**config.mk**
```make
export PLATFORM = sky130hd
export DESIGN_NAME = hkadc_ctrl
export DESIGN_NICKNAME = d
export VERILOG_FILES = /design/src/inc/hkadc_pkg.sv /design/src/inc/hkadc_tick_if.sv /design/src/hkadc_ctrl.sv /design/src/hkadc_sched.sv /design/src/hkadc_timebase.sv
export VERILOG_INCLUDE_DIRS = /design/src /design/src/inc
export SDC_FILE = /design/constraint.sdc
export NUM_CORES = 1
export LEC_CHECK = 0
export ABC_AREA = 1
export BUFFER_PORTS_ARGS = -buffer_cell sky130_fd_sc_hd__clkbuf_2
export CAP_MARGIN = 20
export CORE_AREA = 5 5 132 134
export CTS_CLUSTER_DIAMETER = 80
export DETAILED_ROUTE_END_ITERATION = 7
export DIE_AREA = 0 0 137 139
export HOLD_SLACK_MARGIN = 0.02
export MAX_ROUTING_LAYER = met4
export PLACE_DENSITY = 0.87
export SKIP_LAST_GASP = 1
export SYNTH_ARGS = -nofsm -noshare
export SYNTH_HDL_FRONTEND = slang
export SYNTH_HIERARCHICAL = 1
export SYNTH_SLANG_ARGS = --single-unit
```
**constraint.sdc**
```tcl
create_clock -name clk_i -period 3.1 [get_ports clk_i]
set_input_delay 0.62 -clock clk_i [delete_from_list [all_inputs] [get_ports clk_i]]
set_output_delay 0.62 -clock clk_i [all_outputs]
set_load 0.02 [all_outputs]
```
**src/inc/hkadc_defines.svh**
```systemverilog
// Register offsets, field positions, reset values and timing for the housekeeping converter block.
// Assumes an 8-bit register port with byte addresses.
`ifndef HKADC_DEFINES_SVH
`define HKADC_DEFINES_SVH
`define HK_A_TEMP_RES     8'hD7
`define HK_A_CONV_START   8'hD8
`define HK_A_BATT_RES     8'hDF
`define HK_A_PWR_EN       8'hEC
`define HK_A_EXT_RES      8'hEF
`define HK_A_DELTA_CFG    8'hF3
`define HK_A_PERIPHERAL_CONFIG_CFG   8'hF4
`define HK_A_PWR_FLAGS    8'hF8
`define HK_A_STROBE_CFG   8'hF9
`define HK_A_BATT_THR     8'hFA
`define HK_B_BATT_GO      0
`define HK_B_TEMP_GO      1
`define HK_B_EXT_GO       2
`define HK_B_LOCK_ACK     7
`define HK_B_LOW_BATT     2
`define HK_B_LOCK_FAULT   4
`define HK_F_TEMP_PER     1:0
`define HK_F_BATT_PER     3:2
`define HK_F_EXT_PER      5:4
`define HK_F_TEMP_DELTA   5:3
`define HK_STROBE_MASK    8'h3F
`define HK_DELTA_MASK     8'h3F
`define HK_RST_BYTE       8'h00
`define HK_DELTA_ALL      3'h7
`define HK_DELTA_NONE     3'h0
`define HK_PER_OFF        2'h0
`define HK_PER_LONG       2'h1
`define HK_PER_MID        2'h2
`define HK_PER_SHORT      2'h3
`define HK_CLK_HZ         32'h02FAF080
`define HK_MIN_S          32'h0000003C
`define HK_MINUTE_CYC     (`HK_CLK_HZ * `HK_MIN_S)
`define HK_MIN_W          5
`endif

```
**src/inc/hkadc_pkg.sv**
```systemverilog
// Types shared by the housekeeping converter block.
// Assumes nothing outside itself.
package hkadc_pkg;
  typedef enum logic [1:0] {
    HKADC_CH_BATT,
    HKADC_CH_TEMP,
    HKADC_CH_EXT
  } hkadc_ch_t;
  typedef enum logic [1:0] {
    HKADC_MODE_FULL,
    HKADC_MODE_BATT,
    HKADC_MODE_SLEEP
  } hkadc_mode_t;
endpackage

```
**src/inc/hkadc_tick_if.sv**
```systemverilog
// Carries the minute tick between the timebase and the controller.
// Assumes one clock.
`timescale 1ns/1ps
interface hkadc_tick_if;
  logic minute_tick;
  modport src (output minute_tick);
  modport dst (input minute_tick);
endinterface

```
**src/hkadc_ctrl.sv**
```systemverilog
// Housekeeping converter control: request bits, schedules, result registers and tests.
// Assumes a synchronous 8-bit register port and an external converter with req/ack/done.
`timescale 1ns/1ps
`include "hkadc_defines.svh"
module hkadc_ctrl #(
  parameter int unsigned MINUTE_CYCLES = `HK_MINUTE_CYC
) (
  input  wire logic       clk_i,
  input  wire logic       rst_i,
  input  wire logic [7:0] reg_addr_i,
  input  wire logic [7:0] reg_wdata_i,
  input  wire logic       reg_wr_i,
  output logic [7:0]      reg_rdata_o,
  input  wire logic       full_power_mode_i,
  input  wire logic       battery_run_mode_i,
  input  wire logic       sleep_mode_i,
  input  wire logic       lock_loss_reset_i,
  output logic            conv_req_o,
  output logic [1:0]      conv_ch_o,
  input  wire logic       conv_ack_i,
  input  wire logic       conv_done_i,
  input  wire logic [7:0] conv_data_i,
  output logic            conv_irq_o,
  output logic            power_irq_o,
  output logic            lock_fault_flag_o
);
  typedef struct packed {
    logic [2:0]  go;
    logic        bg_temp;
    logic        bg_batt;
    logic        bg_ext;
    logic        busy;
    logic        single;
    logic [1:0]  ch;
    logic        req;
    logic [7:0]  temp_res;
    logic [7:0]  batt_res;
    logic [7:0]  ext_res;
    logic [7:0]  temp_ref;
    logic [7:0]  delta_cfg;
    logic [7:0]  strobe_cfg;
    logic [7:0]  batt_thr;
    logic [7:0]  pwr_flags;
    logic [7:0]  pwr_en;
    logic        lock_fault;
    logic        conv_irq;
    logic        power_irq;
    logic [7:0]  rdata;
    logic [2:0]  mode_s1;
    logic [2:0]  mode_s2;
  } hkadc_state_t;
  hkadc_state_t s_q;
  hkadc_state_t s_d;

  hkadc_tick_if tick_if ();
  logic        due_temp;
  logic        due_batt;
  logic        full_m;
  logic        sleep_m;
  logic        wr_start;
  logic [7:0]  diff;
  logic [2:0]  tdelta;
  logic        bat_low;

  // ----------------------------------------
  // Timebase and schedules
  // ----------------------------------------
  hkadc_timebase #(
    .MINUTE_CYCLES (MINUTE_CYCLES)
  ) u_timebase (
    .clk_i (clk_i),
    .rst_i (rst_i),
    .tick  (tick_if.src)
  );

  hkadc_sched #(
    .LONG_MIN  (5'h08),
    .MID_MIN   (5'h02),
    .SHORT_MIN (5'h01)
  ) u_sched_temp (
    .clk_i    (clk_i),
    .rst_i    (rst_i),
    .tick_i   (tick_if.minute_tick),
    .period_i (s_q.strobe_cfg[`HK_F_TEMP_PER]),
    .allow_i  (full_m | sleep_m),
    .due_o    (due_temp)
  );

  hkadc_sched #(
    .LONG_MIN  (5'h10),
    .MID_MIN   (5'h04),
    .SHORT_MIN (5'h01)
  ) u_sched_batt (
    .clk_i    (clk_i),
    .rst_i    (rst_i),
    .tick_i   (tick_if.minute_tick),
    .period_i (s_q.strobe_cfg[`HK_F_BATT_PER]),
    .allow_i  (full_m),
    .due_o    (due_batt)
  );

  // ----------------------------------------
  // Next state
  // ----------------------------------------
  assign full_m   = s_q.mode_s2[0];
  assign sleep_m  = s_q.mode_s2[2];
  assign wr_start = reg_wr_i && reg_addr_i == `HK_A_CONV_START;
  assign tdelta   = s_q.delta_cfg[`HK_F_TEMP_DELTA];
  assign diff     = (conv_data_i > s_q.temp_ref) ? conv_data_i - s_q.temp_ref
                                                 : s_q.temp_ref - conv_data_i;
  assign bat_low  = conv_data_i < s_q.batt_thr;

  always_comb
  begin
    s_d = s_q;
    s_d.mode_s1   = {sleep_mode_i, battery_run_mode_i, full_power_mode_i};
    s_d.mode_s2   = s_q.mode_s1;
    s_d.conv_irq  = 1'b0;
    s_d.power_irq = |(s_q.pwr_flags & s_q.pwr_en & (8'h01 << `HK_B_LOW_BATT));
    if (due_temp)
    begin
      s_d.bg_temp = 1'b1;
    end
    if (due_batt)
    begin
      s_d.bg_batt = 1'b1;
    end
    // Register writes
    if (reg_wr_i)
    begin
      case (reg_addr_i)
        `HK_A_TEMP_RES:   s_d.temp_res   = reg_wdata_i;
        `HK_A_BATT_RES:   s_d.batt_res   = reg_wdata_i;
        `HK_A_EXT_RES:    s_d.ext_res    = reg_wdata_i;
        `HK_A_DELTA_CFG:  s_d.delta_cfg  = reg_wdata_i & `HK_DELTA_MASK;
        `HK_A_STROBE_CFG: s_d.strobe_cfg = reg_wdata_i & `HK_STROBE_MASK;
        `HK_A_BATT_THR:   s_d.batt_thr   = reg_wdata_i;
        `HK_A_PWR_EN:     s_d.pwr_en     = reg_wdata_i;
        `HK_A_PWR_FLAGS:  s_d.pwr_flags  = s_q.pwr_flags & ~reg_wdata_i;
        default:          s_d.rdata      = s_d.rdata;
      endcase
    end
    if (wr_start)
    begin
      if (!sleep_m)
      begin
        s_d.go = s_q.go | reg_wdata_i[`HK_B_EXT_GO:`HK_B_BATT_GO];
      end
      if (reg_wdata_i[`HK_B_LOCK_ACK])
      begin
        s_d.lock_fault = 1'b0;
      end
    end
    if (lock_loss_reset_i)
    begin
      s_d.lock_fault = 1'b1;
    end
    // Arbiter: battery, temperature, external
    if (!s_q.busy)
    begin
      if (s_q.go[`HK_B_BATT_GO] && !sleep_m)
      begin
        s_d.busy = 1'b1; s_d.req = 1'b1; s_d.single = 1'b1;
        s_d.ch   = hkadc_pkg::HKADC_CH_BATT;
      end
      else if (s_q.go[`HK_B_TEMP_GO] && !sleep_m)
      begin
        s_d.busy = 1'b1; s_d.req = 1'b1; s_d.single = 1'b1;
        s_d.ch   = hkadc_pkg::HKADC_CH_TEMP;
      end
      else if (s_q.go[`HK_B_EXT_GO] && !sleep_m)
      begin
        s_d.busy = 1'b1; s_d.req = 1'b1; s_d.single = 1'b1;
        s_d.ch   = hkadc_pkg::HKADC_CH_EXT;
      end
      else if (s_q.bg_batt && full_m)
      begin
        s_d.busy = 1'b1; s_d.req = 1'b1; s_d.single = 1'b0;
        s_d.ch   = hkadc_pkg::HKADC_CH_BATT;
      end
      else if (s_q.bg_temp && (full_m || sleep_m))
      begin
        s_d.busy = 1'b1; s_d.req = 1'b1; s_d.single = 1'b0;
        s_d.ch   = hkadc_pkg::HKADC_CH_TEMP;
      end
    end
    else if (s_q.req && conv_ack_i)
    begin
      s_d.req = 1'b0;
      if (s_q.single)
      begin
        s_d.go[s_q.ch] = wr_start && !sleep_m && reg_wdata_i[s_q.ch];
      end
      else if (s_q.ch == hkadc_pkg::HKADC_CH_BATT)
      begin
        s_d.bg_batt = due_batt;
      end
      else
      begin
        s_d.bg_temp = due_temp;
      end
    end
    else if (!s_q.req && conv_done_i)
    begin
      s_d.busy = 1'b0;
      case (s_q.ch)
        hkadc_pkg::HKADC_CH_TEMP:
        begin
          if (s_q.single || (tdelta != `HK_DELTA_NONE
              && (tdelta == `HK_DELTA_ALL || diff > {5'h00, tdelta})))
          begin
            s_d.temp_res = conv_data_i;
            s_d.temp_ref = conv_data_i;
            s_d.conv_irq = 1'b1;
          end
        end
        hkadc_pkg::HKADC_CH_BATT:
        begin
          if (s_q.single || bat_low)
          begin
            s_d.batt_res = conv_data_i;
            s_d.conv_irq = 1'b1;
          end
          if (bat_low)
          begin
            s_d.pwr_flags[`HK_B_LOW_BATT] = 1'b1;
          end
        end
        hkadc_pkg::HKADC_CH_EXT:
        begin
          s_d.ext_res  = conv_data_i;
          s_d.conv_irq = 1'b1;
        end
        default:
        begin
          s_d.busy = 1'b0;
        end
      endcase
    end
    // Read data
    case (reg_addr_i)
      `HK_A_TEMP_RES:   s_d.rdata = s_d.temp_res;
      `HK_A_CONV_START: s_d.rdata = {5'h00, s_d.go};
      `HK_A_BATT_RES:   s_d.rdata = s_d.batt_res;
      `HK_A_EXT_RES:    s_d.rdata = s_d.ext_res;
      `HK_A_DELTA_CFG:  s_d.rdata = s_d.delta_cfg;
      `HK_A_STROBE_CFG: s_d.rdata = s_d.strobe_cfg;
      `HK_A_BATT_THR:   s_d.rdata = s_d.batt_thr;
      `HK_A_PWR_FLAGS:  s_d.rdata = s_d.pwr_flags;
      `HK_A_PWR_EN:     s_d.rdata = s_d.pwr_en;
      `HK_A_PERIPHERAL_CONFIG_CFG: s_d.rdata = {3'h0, s_d.lock_fault, 4'h0};
      default:          s_d.rdata = `HK_RST_BYTE;
    endcase
  end

  // ----------------------------------------
  // State register
  // ----------------------------------------
  always_ff @(posedge clk_i or posedge rst_i)
  begin
    if (rst_i)
    begin
      s_q <= '0;
    end
    else
    begin
      s_q <= s_d;
    end
  end

  assign reg_rdata_o       = s_q.rdata;
  assign conv_req_o        = s_q.req;
  assign conv_ch_o         = s_q.ch;
  assign conv_irq_o        = s_q.conv_irq;
  assign power_irq_o       = s_q.power_irq;
  assign lock_fault_flag_o = s_q.lock_fault;
endmodule

```
**src/hkadc_sched.sv**
```systemverilog
// Background interval counter for one channel, counting minute ticks.
// Assumes a one-cycle minute tick and a two-bit interval code.
`timescale 1ns/1ps
`include "hkadc_defines.svh"
module hkadc_sched #(
  parameter logic [4:0] LONG_MIN  = 5'h08,
  parameter logic [4:0] MID_MIN   = 5'h02,
  parameter logic [4:0] SHORT_MIN = 5'h01
) (
  input  wire logic       clk_i,
  input  wire logic       rst_i,
  input  wire logic       tick_i,
  input  wire logic [1:0] period_i,
  input  wire logic       allow_i,
  output logic            due_o
);
  typedef struct packed {
    logic [4:0] mins;
    logic       due;
  } hkadc_sc_state_t;
  hkadc_sc_state_t s_q;
  hkadc_sc_state_t s_d;
  logic [4:0]      limit;

  always_comb
  begin
    case (period_i)
      `HK_PER_LONG:  limit = LONG_MIN;
      `HK_PER_MID:   limit = MID_MIN;
      `HK_PER_SHORT: limit = SHORT_MIN;
      default:       limit = 5'h00;
    endcase
  end

  always_comb
  begin
    s_d = s_q;
    s_d.due = 1'b0;
    if (period_i == `HK_PER_OFF || !allow_i)
    begin
      s_d.mins = 5'h00;
    end
    else if (tick_i)
    begin
      if (s_q.mins + 5'h01 >= limit)
      begin
        s_d.mins = 5'h00;
        s_d.due  = 1'b1;
      end
      else
      begin
        s_d.mins = s_q.mins + 5'h01;
      end
    end
  end

  always_ff @(posedge clk_i or posedge rst_i)
  begin
    if (rst_i)
    begin
      s_q <= '0;
    end
    else
    begin
      s_q <= s_d;
    end
  end

  assign due_o = s_q.due;
endmodule

```
**src/hkadc_timebase.sv**
```systemverilog
// Minute tick generator for background conversion schedules.
// Assumes clk_i at the rate in the defines header.
`timescale 1ns/1ps
`include "hkadc_defines.svh"
module hkadc_timebase #(
  parameter int unsigned MINUTE_CYCLES = `HK_MINUTE_CYC
) (
  input  wire logic  clk_i,
  input  wire logic  rst_i,
  hkadc_tick_if.src  tick
);
  typedef struct packed {
    logic [31:0] cnt;
    logic        tick;
  } hkadc_tb_state_t;
  hkadc_tb_state_t s_q;
  hkadc_tb_state_t s_d;

  always_comb
  begin
    s_d = s_q;
    s_d.tick = 1'b0;
    if (s_q.cnt >= MINUTE_CYCLES - 1)
    begin
      s_d.cnt  = 32'h0;
      s_d.tick = 1'b1;
    end
    else
    begin
      s_d.cnt = s_q.cnt + 32'h1;
    end
  end

  always_ff @(posedge clk_i or posedge rst_i)
  begin
    if (rst_i)
    begin
      s_q <= '0;
    end
    else
    begin
      s_q <= s_d;
    end
  end

  assign tick.minute_tick = s_q.tick;
endmodule

```
==> flow_summary.toml, run 1 <==
[run_status]
outcome = "finished with violations"
violations = "negative setup slack"

[power_and_ir_drop]
p_per_area_mw_per_mm2 = 668
combPwrFrac_pct = 36.7
p_switching_mw = 2.45
internal-power_mw = 4.55
ir_drop_mv = 0.444
finalPower_mw = 7.00
p_leak_nw = 5.57
power_frac_clock_pct = 31.1
p_sw_share_pct = 35.0
seq_power_share_pct = 32.1

[worst_setup_path]
critPathMaxStageDelay_ns = 0.43
cpMostUsedCell = "nand2_1"
critPathBufInv = 2
reg2reg_depth = 20
crit_type = "register to register"
cp_slowest_cell = "dfrtp_1"
startpoint = "s_q[63]"
cp-endpoint = "reg_rdata_o[2]"
r2r-start = "s_q[63]"
timing.rr.end = "reg_rdata_o[2]"
rrSetupSlack_ns = -0.41
worstPathArrival_ns = 3.81
required_ns = 3.40
cp.depth = 20
start_kind = "register"
cp_top_family = "simple AND/OR/NAND/NOR gates"
worstSetupEndpointType = "register"
path_cells = "ha_1 -> nand2_1 -> nor2_2 -> nand4_1 -> nand2_4 -> mux2i_1 -> xor2_1 -> inv_1 -> ha_4 -> a21oi_2 -> o21ai_2 -> a32oi_1 -> nand2_1 -> nand2_4 -> buf_4 -> nand2_8 -> nand3_1 -> nand2_1 -> nand2_1 -> nand2_1"
crit_fanout = 5

[clock_tree]
tritoncts = "yes"
clk_latency_ns = 0.43
cts.sinks = 142
hold_buffers = 0
root_buffer = "clkbuf_16"
h-tree-depth = 4
cts_buffer_depth = 2
clk_pin_slew_ns = 0.06
numCtsBuffers = 17

[sta]
finalSetupViolations = 25
grt_setup_unrepaired = "yes"
finalWorstSetupSlack_ns = -0.411
worstMarginPinSlew_ns = 0.652
fin_setup_tns_ns = -8.38
max_freq_mhz = 285
maxSlewViolCount = 0
fin_skew_ns = 0.00926
fin_crit_ns = 3.51
hold_viol = 0
period_share_pct = 113
relSlewSlack_pct = 56.5

[routing]
wl_per_cell_um = 16.5
routed_wl_mm = 25.5
ant_nets = 0
initialDrtViolationCount = 1078
vias = 8701
drc = 0
vias_per_cell = 5.64
firstDrtPassIters = 6

[floorplanning]
start_util_pct = 54.5
core_area_mm2 = 0.0162
die_w_um = 137
dieArea_mm2 = 0.0190
die_y_um = 139
row_count = 47
pin_count = 47

[placement]
io_buffers = 45
hpwl_mm = 16.5
gp_congestion = 0.920
placed_cells = 1488

[layout]
fin_cells = 1544
final_layout_size_suffix_gt1_share_pct = 17.6
final_common_cell = "nand2_1"
finish.utilization_pct = 64.8
layout_common_cells = "nand2_1, inv_1, dfrtp_1"
nets = 1380
area_growth_pct = 19.0
n_antenna_cell = 0

[synth]
synth.cell_area_mm2 = 0.00881
synth_ff_type = "dfrtp_1"
syn_inst = 1201
synth_edf_count = 0
synth_nets = 1270
async_flop_share_pct = 100
avgSynthCellArea_um2 = 7.34
synth-seq-cells = 142
yosysUniqueCellTypes = 47
synth_seq_area_share_pct = 40.3
ys_warn_count = 6

[global_route]
grt_start_max_net_pins = 95
grt_pass1_wl_mm = 41.2
grt_use_total_pct = 27.7
antenna_found_initial = 0
grt_pass1_vias = 8672
grt-ovfl-total = 0

[min_path]
hp-class = "input port to asynchronous set/reset pin"

[job]
drv_cap = 0
## Yosys cell counts, types with 3 or more instances
master / n / share of area, %
nand3_1: 73 / 4.1
o21ai_1: 12 / 0.68
buf_6: 7 / 0.89
nand2_4: 5 / 0.64
and2_1: 6 / 0.43
buf_4: 12 / 1.0
nand3_2: 4 / 0.45
nor2_2: 20 / 1.4
o211ai_1: 4 / 0.34
xnor2_1: 9 / 0.89
nand2_1: 387 / 16
xor2_1: 8 / 0.80
dfrtp_1: 142 / 40
ha_1: 34 / 4.8
nor2_4: 4 / 0.51
nand2_2: 11 / 0.78
o31ai_1: 9 / 0.77
o21ai_0: 50 / 2.8
inv_2: 3 / 0.13
mux2i_1: 18 / 2.0
nor3_1: 9 / 0.51
a21oi_1: 23 / 1.3
inv_1: 174 / 7.4
nand4_1: 24 / 1.7
buf_2: 5 / 0.28
nor2_1: 120 / 5.1
## final cells by class
cell class,count,area [um^2]
Sequential cell,142,3550
Tap cell,220,275
Multi-Input combinational cell,855,4530
Fill cell,1228,5690
Clock inverter,10,160
Clock buffer,22,464
Inverter,177,687
Timing Repair Buffer,118,818
## per-layer routing
metal / global-route usage, % / routed length [um]
met1: 33.3 / 9660
met2: 44.6 / 12200
met3: 6.68 / 2550
met4: 11.4 / 1090
met5: - / 0
## sequential cells by signal (all words and copies together) (netlist names), 2 cells and up
signal and count:
u_timebase/s_q 32, s_q 80, u_sched_batt/s_q 5, u_sched_temp/s_q 5, conv_ch_o 2, reg_rdata_o 8
s_d 2
## worst min-delay path by stage
stage / startpoint / endpoint / cells after the start
2_1_floorplan: s_d[0] / full_m / 0
3_3_place_gp: s_d[0] / full_m / 0
3_5_place_dp: s_d[0] / full_m / 0
4_1_cts: rst_i / lock_fault_flag_o / 2
5_1_grt: rst_i / s_d[0] / 2
6_report: rst_i / s_d[0] / 2
## stage by stage
stage	setup WS (ns)	hold slack (ns)	cell area [um^2]
3_5_place_dp	-0.639	0.336	9520
3_3_place_gp	-0.424	0.334	9520
4_1_cts	-0.150	0.127	10300
5_1_grt	-0.519	0.147	10500
2_1_floorplan	-0.110	0.331	8870
6_report	-0.411	0.126	10500
## kinds of logic (layout without fill, tap and decap cells)
kind of cell / after synthesis / in the layout / synth area share, %
AND/OR/NAND/NOR: 670 / 671 / 33.1
buffers and inverters: 205 / 327 / 10.2
flip-flops: 142 / 142 / 40.3
AO/OA/AOI/OAI: 112 / 112 / 7.23
adder cells (fa/ha/maj): 36 / 36 / 5.28
multiplexers: 19 / 19 / 2.17
XOR/XNOR: 17 / 17 / 1.69
## timing repair
action | in CTS | in global routing
buffers inserted | 15 | 9
setup endpoints to repair | 25 | 25
resized for setup | 19 | 20
pin swaps | 12 | 14
gates cloned | 1 | 0
## power groups by stage
stage | clock network [mW] | registers [mW] | logic [mW]
2_1_floorplan | 0 | 2.25 | 1.41
3_3_place_gp | 0 | 2.25 | 1.92
3_5_place_dp | 0 | 2.27 | 2.01
4_1_cts | 2.19 | 2.24 | 2.27
5_1_grt | 2.28 | 2.27 | 2.83
6_report | 2.18 | 2.25 | 2.57
(Power assumes the default switching activity.)
==> run 2, diff against run 1 <==
CORE_AREA = 5 5 126 128   (was 5 5 132 134)
DIE_AREA = 0 0 131 133   (was 0 0 137 139)
PLACE_DENSITY = 0.9   (was 0.87)
clock period = 3.55 ns   (was 3.1 ns; I/O delays follow)
==> flow_summary.toml, run 2 (synthesis results as in run 1) <==
[worst_setup_path]
critPathMaxStageDelay_ns = 0.40
reg2reg_depth = 22
rrSetupSlack_ns = 0.08
crit_type = "input port to register"
worstSetupEndpointType = "register"
timing.rr.end = "reg_rdata_o[2]"
cp-endpoint = "reg_rdata_o[2]"
path_cells = "clkbuf_2 -> inv_2 -> ha_4 -> inv_2 -> fa_2 -> nand2_2 -> nand2_2 -> nand2_2 -> nand2_1 -> nand2_2 -> mux2i_1 -> xor2_1 -> inv_1 -> ha_4 -> a21oi_2 -> o21ai_1 -> a32oi_1 -> nand2_1 -> nand2_4 -> nand2_8 -> nand3_1 -> nand2_1 -> nand2_1 -> nand2_1"
crit_fanout = 6
start_kind = "input port"
cp_top_family = "simple AND/OR/NAND/NOR gates"
cp.depth = 24
worstPathArrival_ns = 3.81
cp_slowest_cell = "fa_2"
r2r-start = "s_q[57]"
critPathBufInv = 4
cpMostUsedCell = "nand2_1"
required_ns = 3.87
startpoint = "conv_data_i[0]"

[layout]
largest-register = "s_q"
area_growth_pct = 14.7
finish.utilization_pct = 68.5
n_antenna_cell = 0
final_common_cell = "nand2_1"
nets = 1345
final_layout_size_suffix_gt1_share_pct = 14.8
layout_common_cells = "nand2_1, inv_1, dfrtp_1"
largest_reg_flops = 80
fillers = 1105

[sta]
finalSetupViolations = 0
finalWorstSetupSlack_ns = 0.0600
period_share_pct = 98.3
max_freq_mhz = 287
fin_setup_tns_ns = 0
worstMarginPinSlew_ns = 0.790
hold_viol = 0
maxSlewViolCount = 0
fin_skew_ns = 0.00714
relSlewSlack_pct = 47.3
fin_crit_ns = 3.49
hold_slack_ns = 0.236

[power_and_ir_drop]
p_leak_nw = 5.39
ir_drop_mv = 0.295
p_per_area_mw_per_mm2 = 575

[placement]
post-place-ws_ns = -0.257
gp_congestion = 0.950
hpwl_mm = 16.2
io_buffers = 45

[floorplanning]
core_area_mm2 = 0.0148
die_w_um = 131
die_y_um = 133
start_util_pct = 59.7
dieArea_mm2 = 0.0174
pin_count = 47
row_count = 45

[routing]
firstDrtPassIters = 5
ant_nets = 0
vias = 8469
vias_per_cell = 5.73
routed_wl_mm = 24.3
wl_per_cell_um = 16.4
initialDrtViolationCount = 1075
drc = 0

[global_route]
grt_start_max_net_pins = 62
grt_pass1_wl_mm = 38.4
grt_pass1_vias = 8145
grt_use_total_pct = 28.5
antenna_found_initial = 0
grt-ovfl-total = 0

[clock_tree]
tritoncts = "yes"
clk_pin_slew_ns = 0.06
numCtsBuffers = 17
hold_buffers = 0
cts.sinks = 142
clk_latency_ns = 0.43
h-tree-depth = 4
root_buffer = "clkbuf_16"
cts_buffer_depth = 2

[run_status]
outcome = "complete, no violations"

[job]
drv_cap = 0

[min_path]
hp-class = "input port to asynchronous set/reset pin"
## run 2: changes by cell type in the layout (fill, tap and decap cells not counted), moves of 2 or more
cell and change:
buf_4 -32, buf_6 -3, clkbuf_1 -2, clkbuf_8 +2, nand2_1 +3, nand2_4 -3, o21ai_2 -2
## run 2: area by class of cell
type	instances	area, um^2	area share [%]
clock buffers	23	498	4.93
inverters	177	667	6.60
flip-flops and latches	142	3550	35.2
multi-input cells	856	4480	44.4
repair buffers	82	515	5.10
clock inverters	9	155	1.54
well taps	188	235	2.33
## run 2: metal layers
| layer | share of wire (%) | vias up | global-route usage, % |
|---|---|---|---|
| met2 | 48 | 511 | 44.7 |
| li1 | - | 3919 | - |
| met3 | 9.4 | 120 | 6.50 |
| met4 | 4.2 | 0 | 11.8 |
| met5 | 0 | - | - |
| met1 | 38 | 3919 | 35.4 |
## run 2: metrics by stage
stage                     power [mW]  area, um^2  std cells
after floorplan                 3.15        8810       1201
after detailed placement        3.59        9310       1441
after global routing            6.08       10100       1477
final                           5.81       10100       1477
after global placement          3.50        9310       1441
after CTS                       5.57        9960       1473
## run 2: what timing repair did
item / in CTS / in global routing
gates resized for setup: 0 / 25
buffers inserted: 0 / 2
setup endpoints to repair: 0 / 24
## run 2: worst min path at each step
stage	cells after the start	slack (ns)	to
6_report	2	0.24	u_sched_temp/s_q[1]
4_1_cts	2	0.25	u_sched_batt/s_q[1]
3_3_place_gp	0	0.33	full_m
3_5_place_dp	0	0.35	full_m
5_1_grt	2	0.27	u_sched_batt/s_q[5]
2_1_floorplan	0	0.33	full_m
## run 2: worst register-to-register path: cells and delay by family (launching register included)
family | cells | cell delay, ns
buffers and inverters | 2 | 0.15
xor gates and xnor gates | 1 | 0.21
and+or+nand+nor | 12 | 1.15
DFF | 1 | 0.41
AOI/OAI and AO/OA | 3 | 0.40
muxes | 1 | 0.22
adders and majority gates | 3 | 0.81
## run 2: power by group
group / leakage (nW) / total (mW) / internal, mW / switching [mW]
sequential: 1.84 / 1.98 / 1.84 / 0.137
combinational: 3.23 / 1.87 / 0.698 / 1.17
clock: 0.319 / 1.97 / 1.27 / 0.699
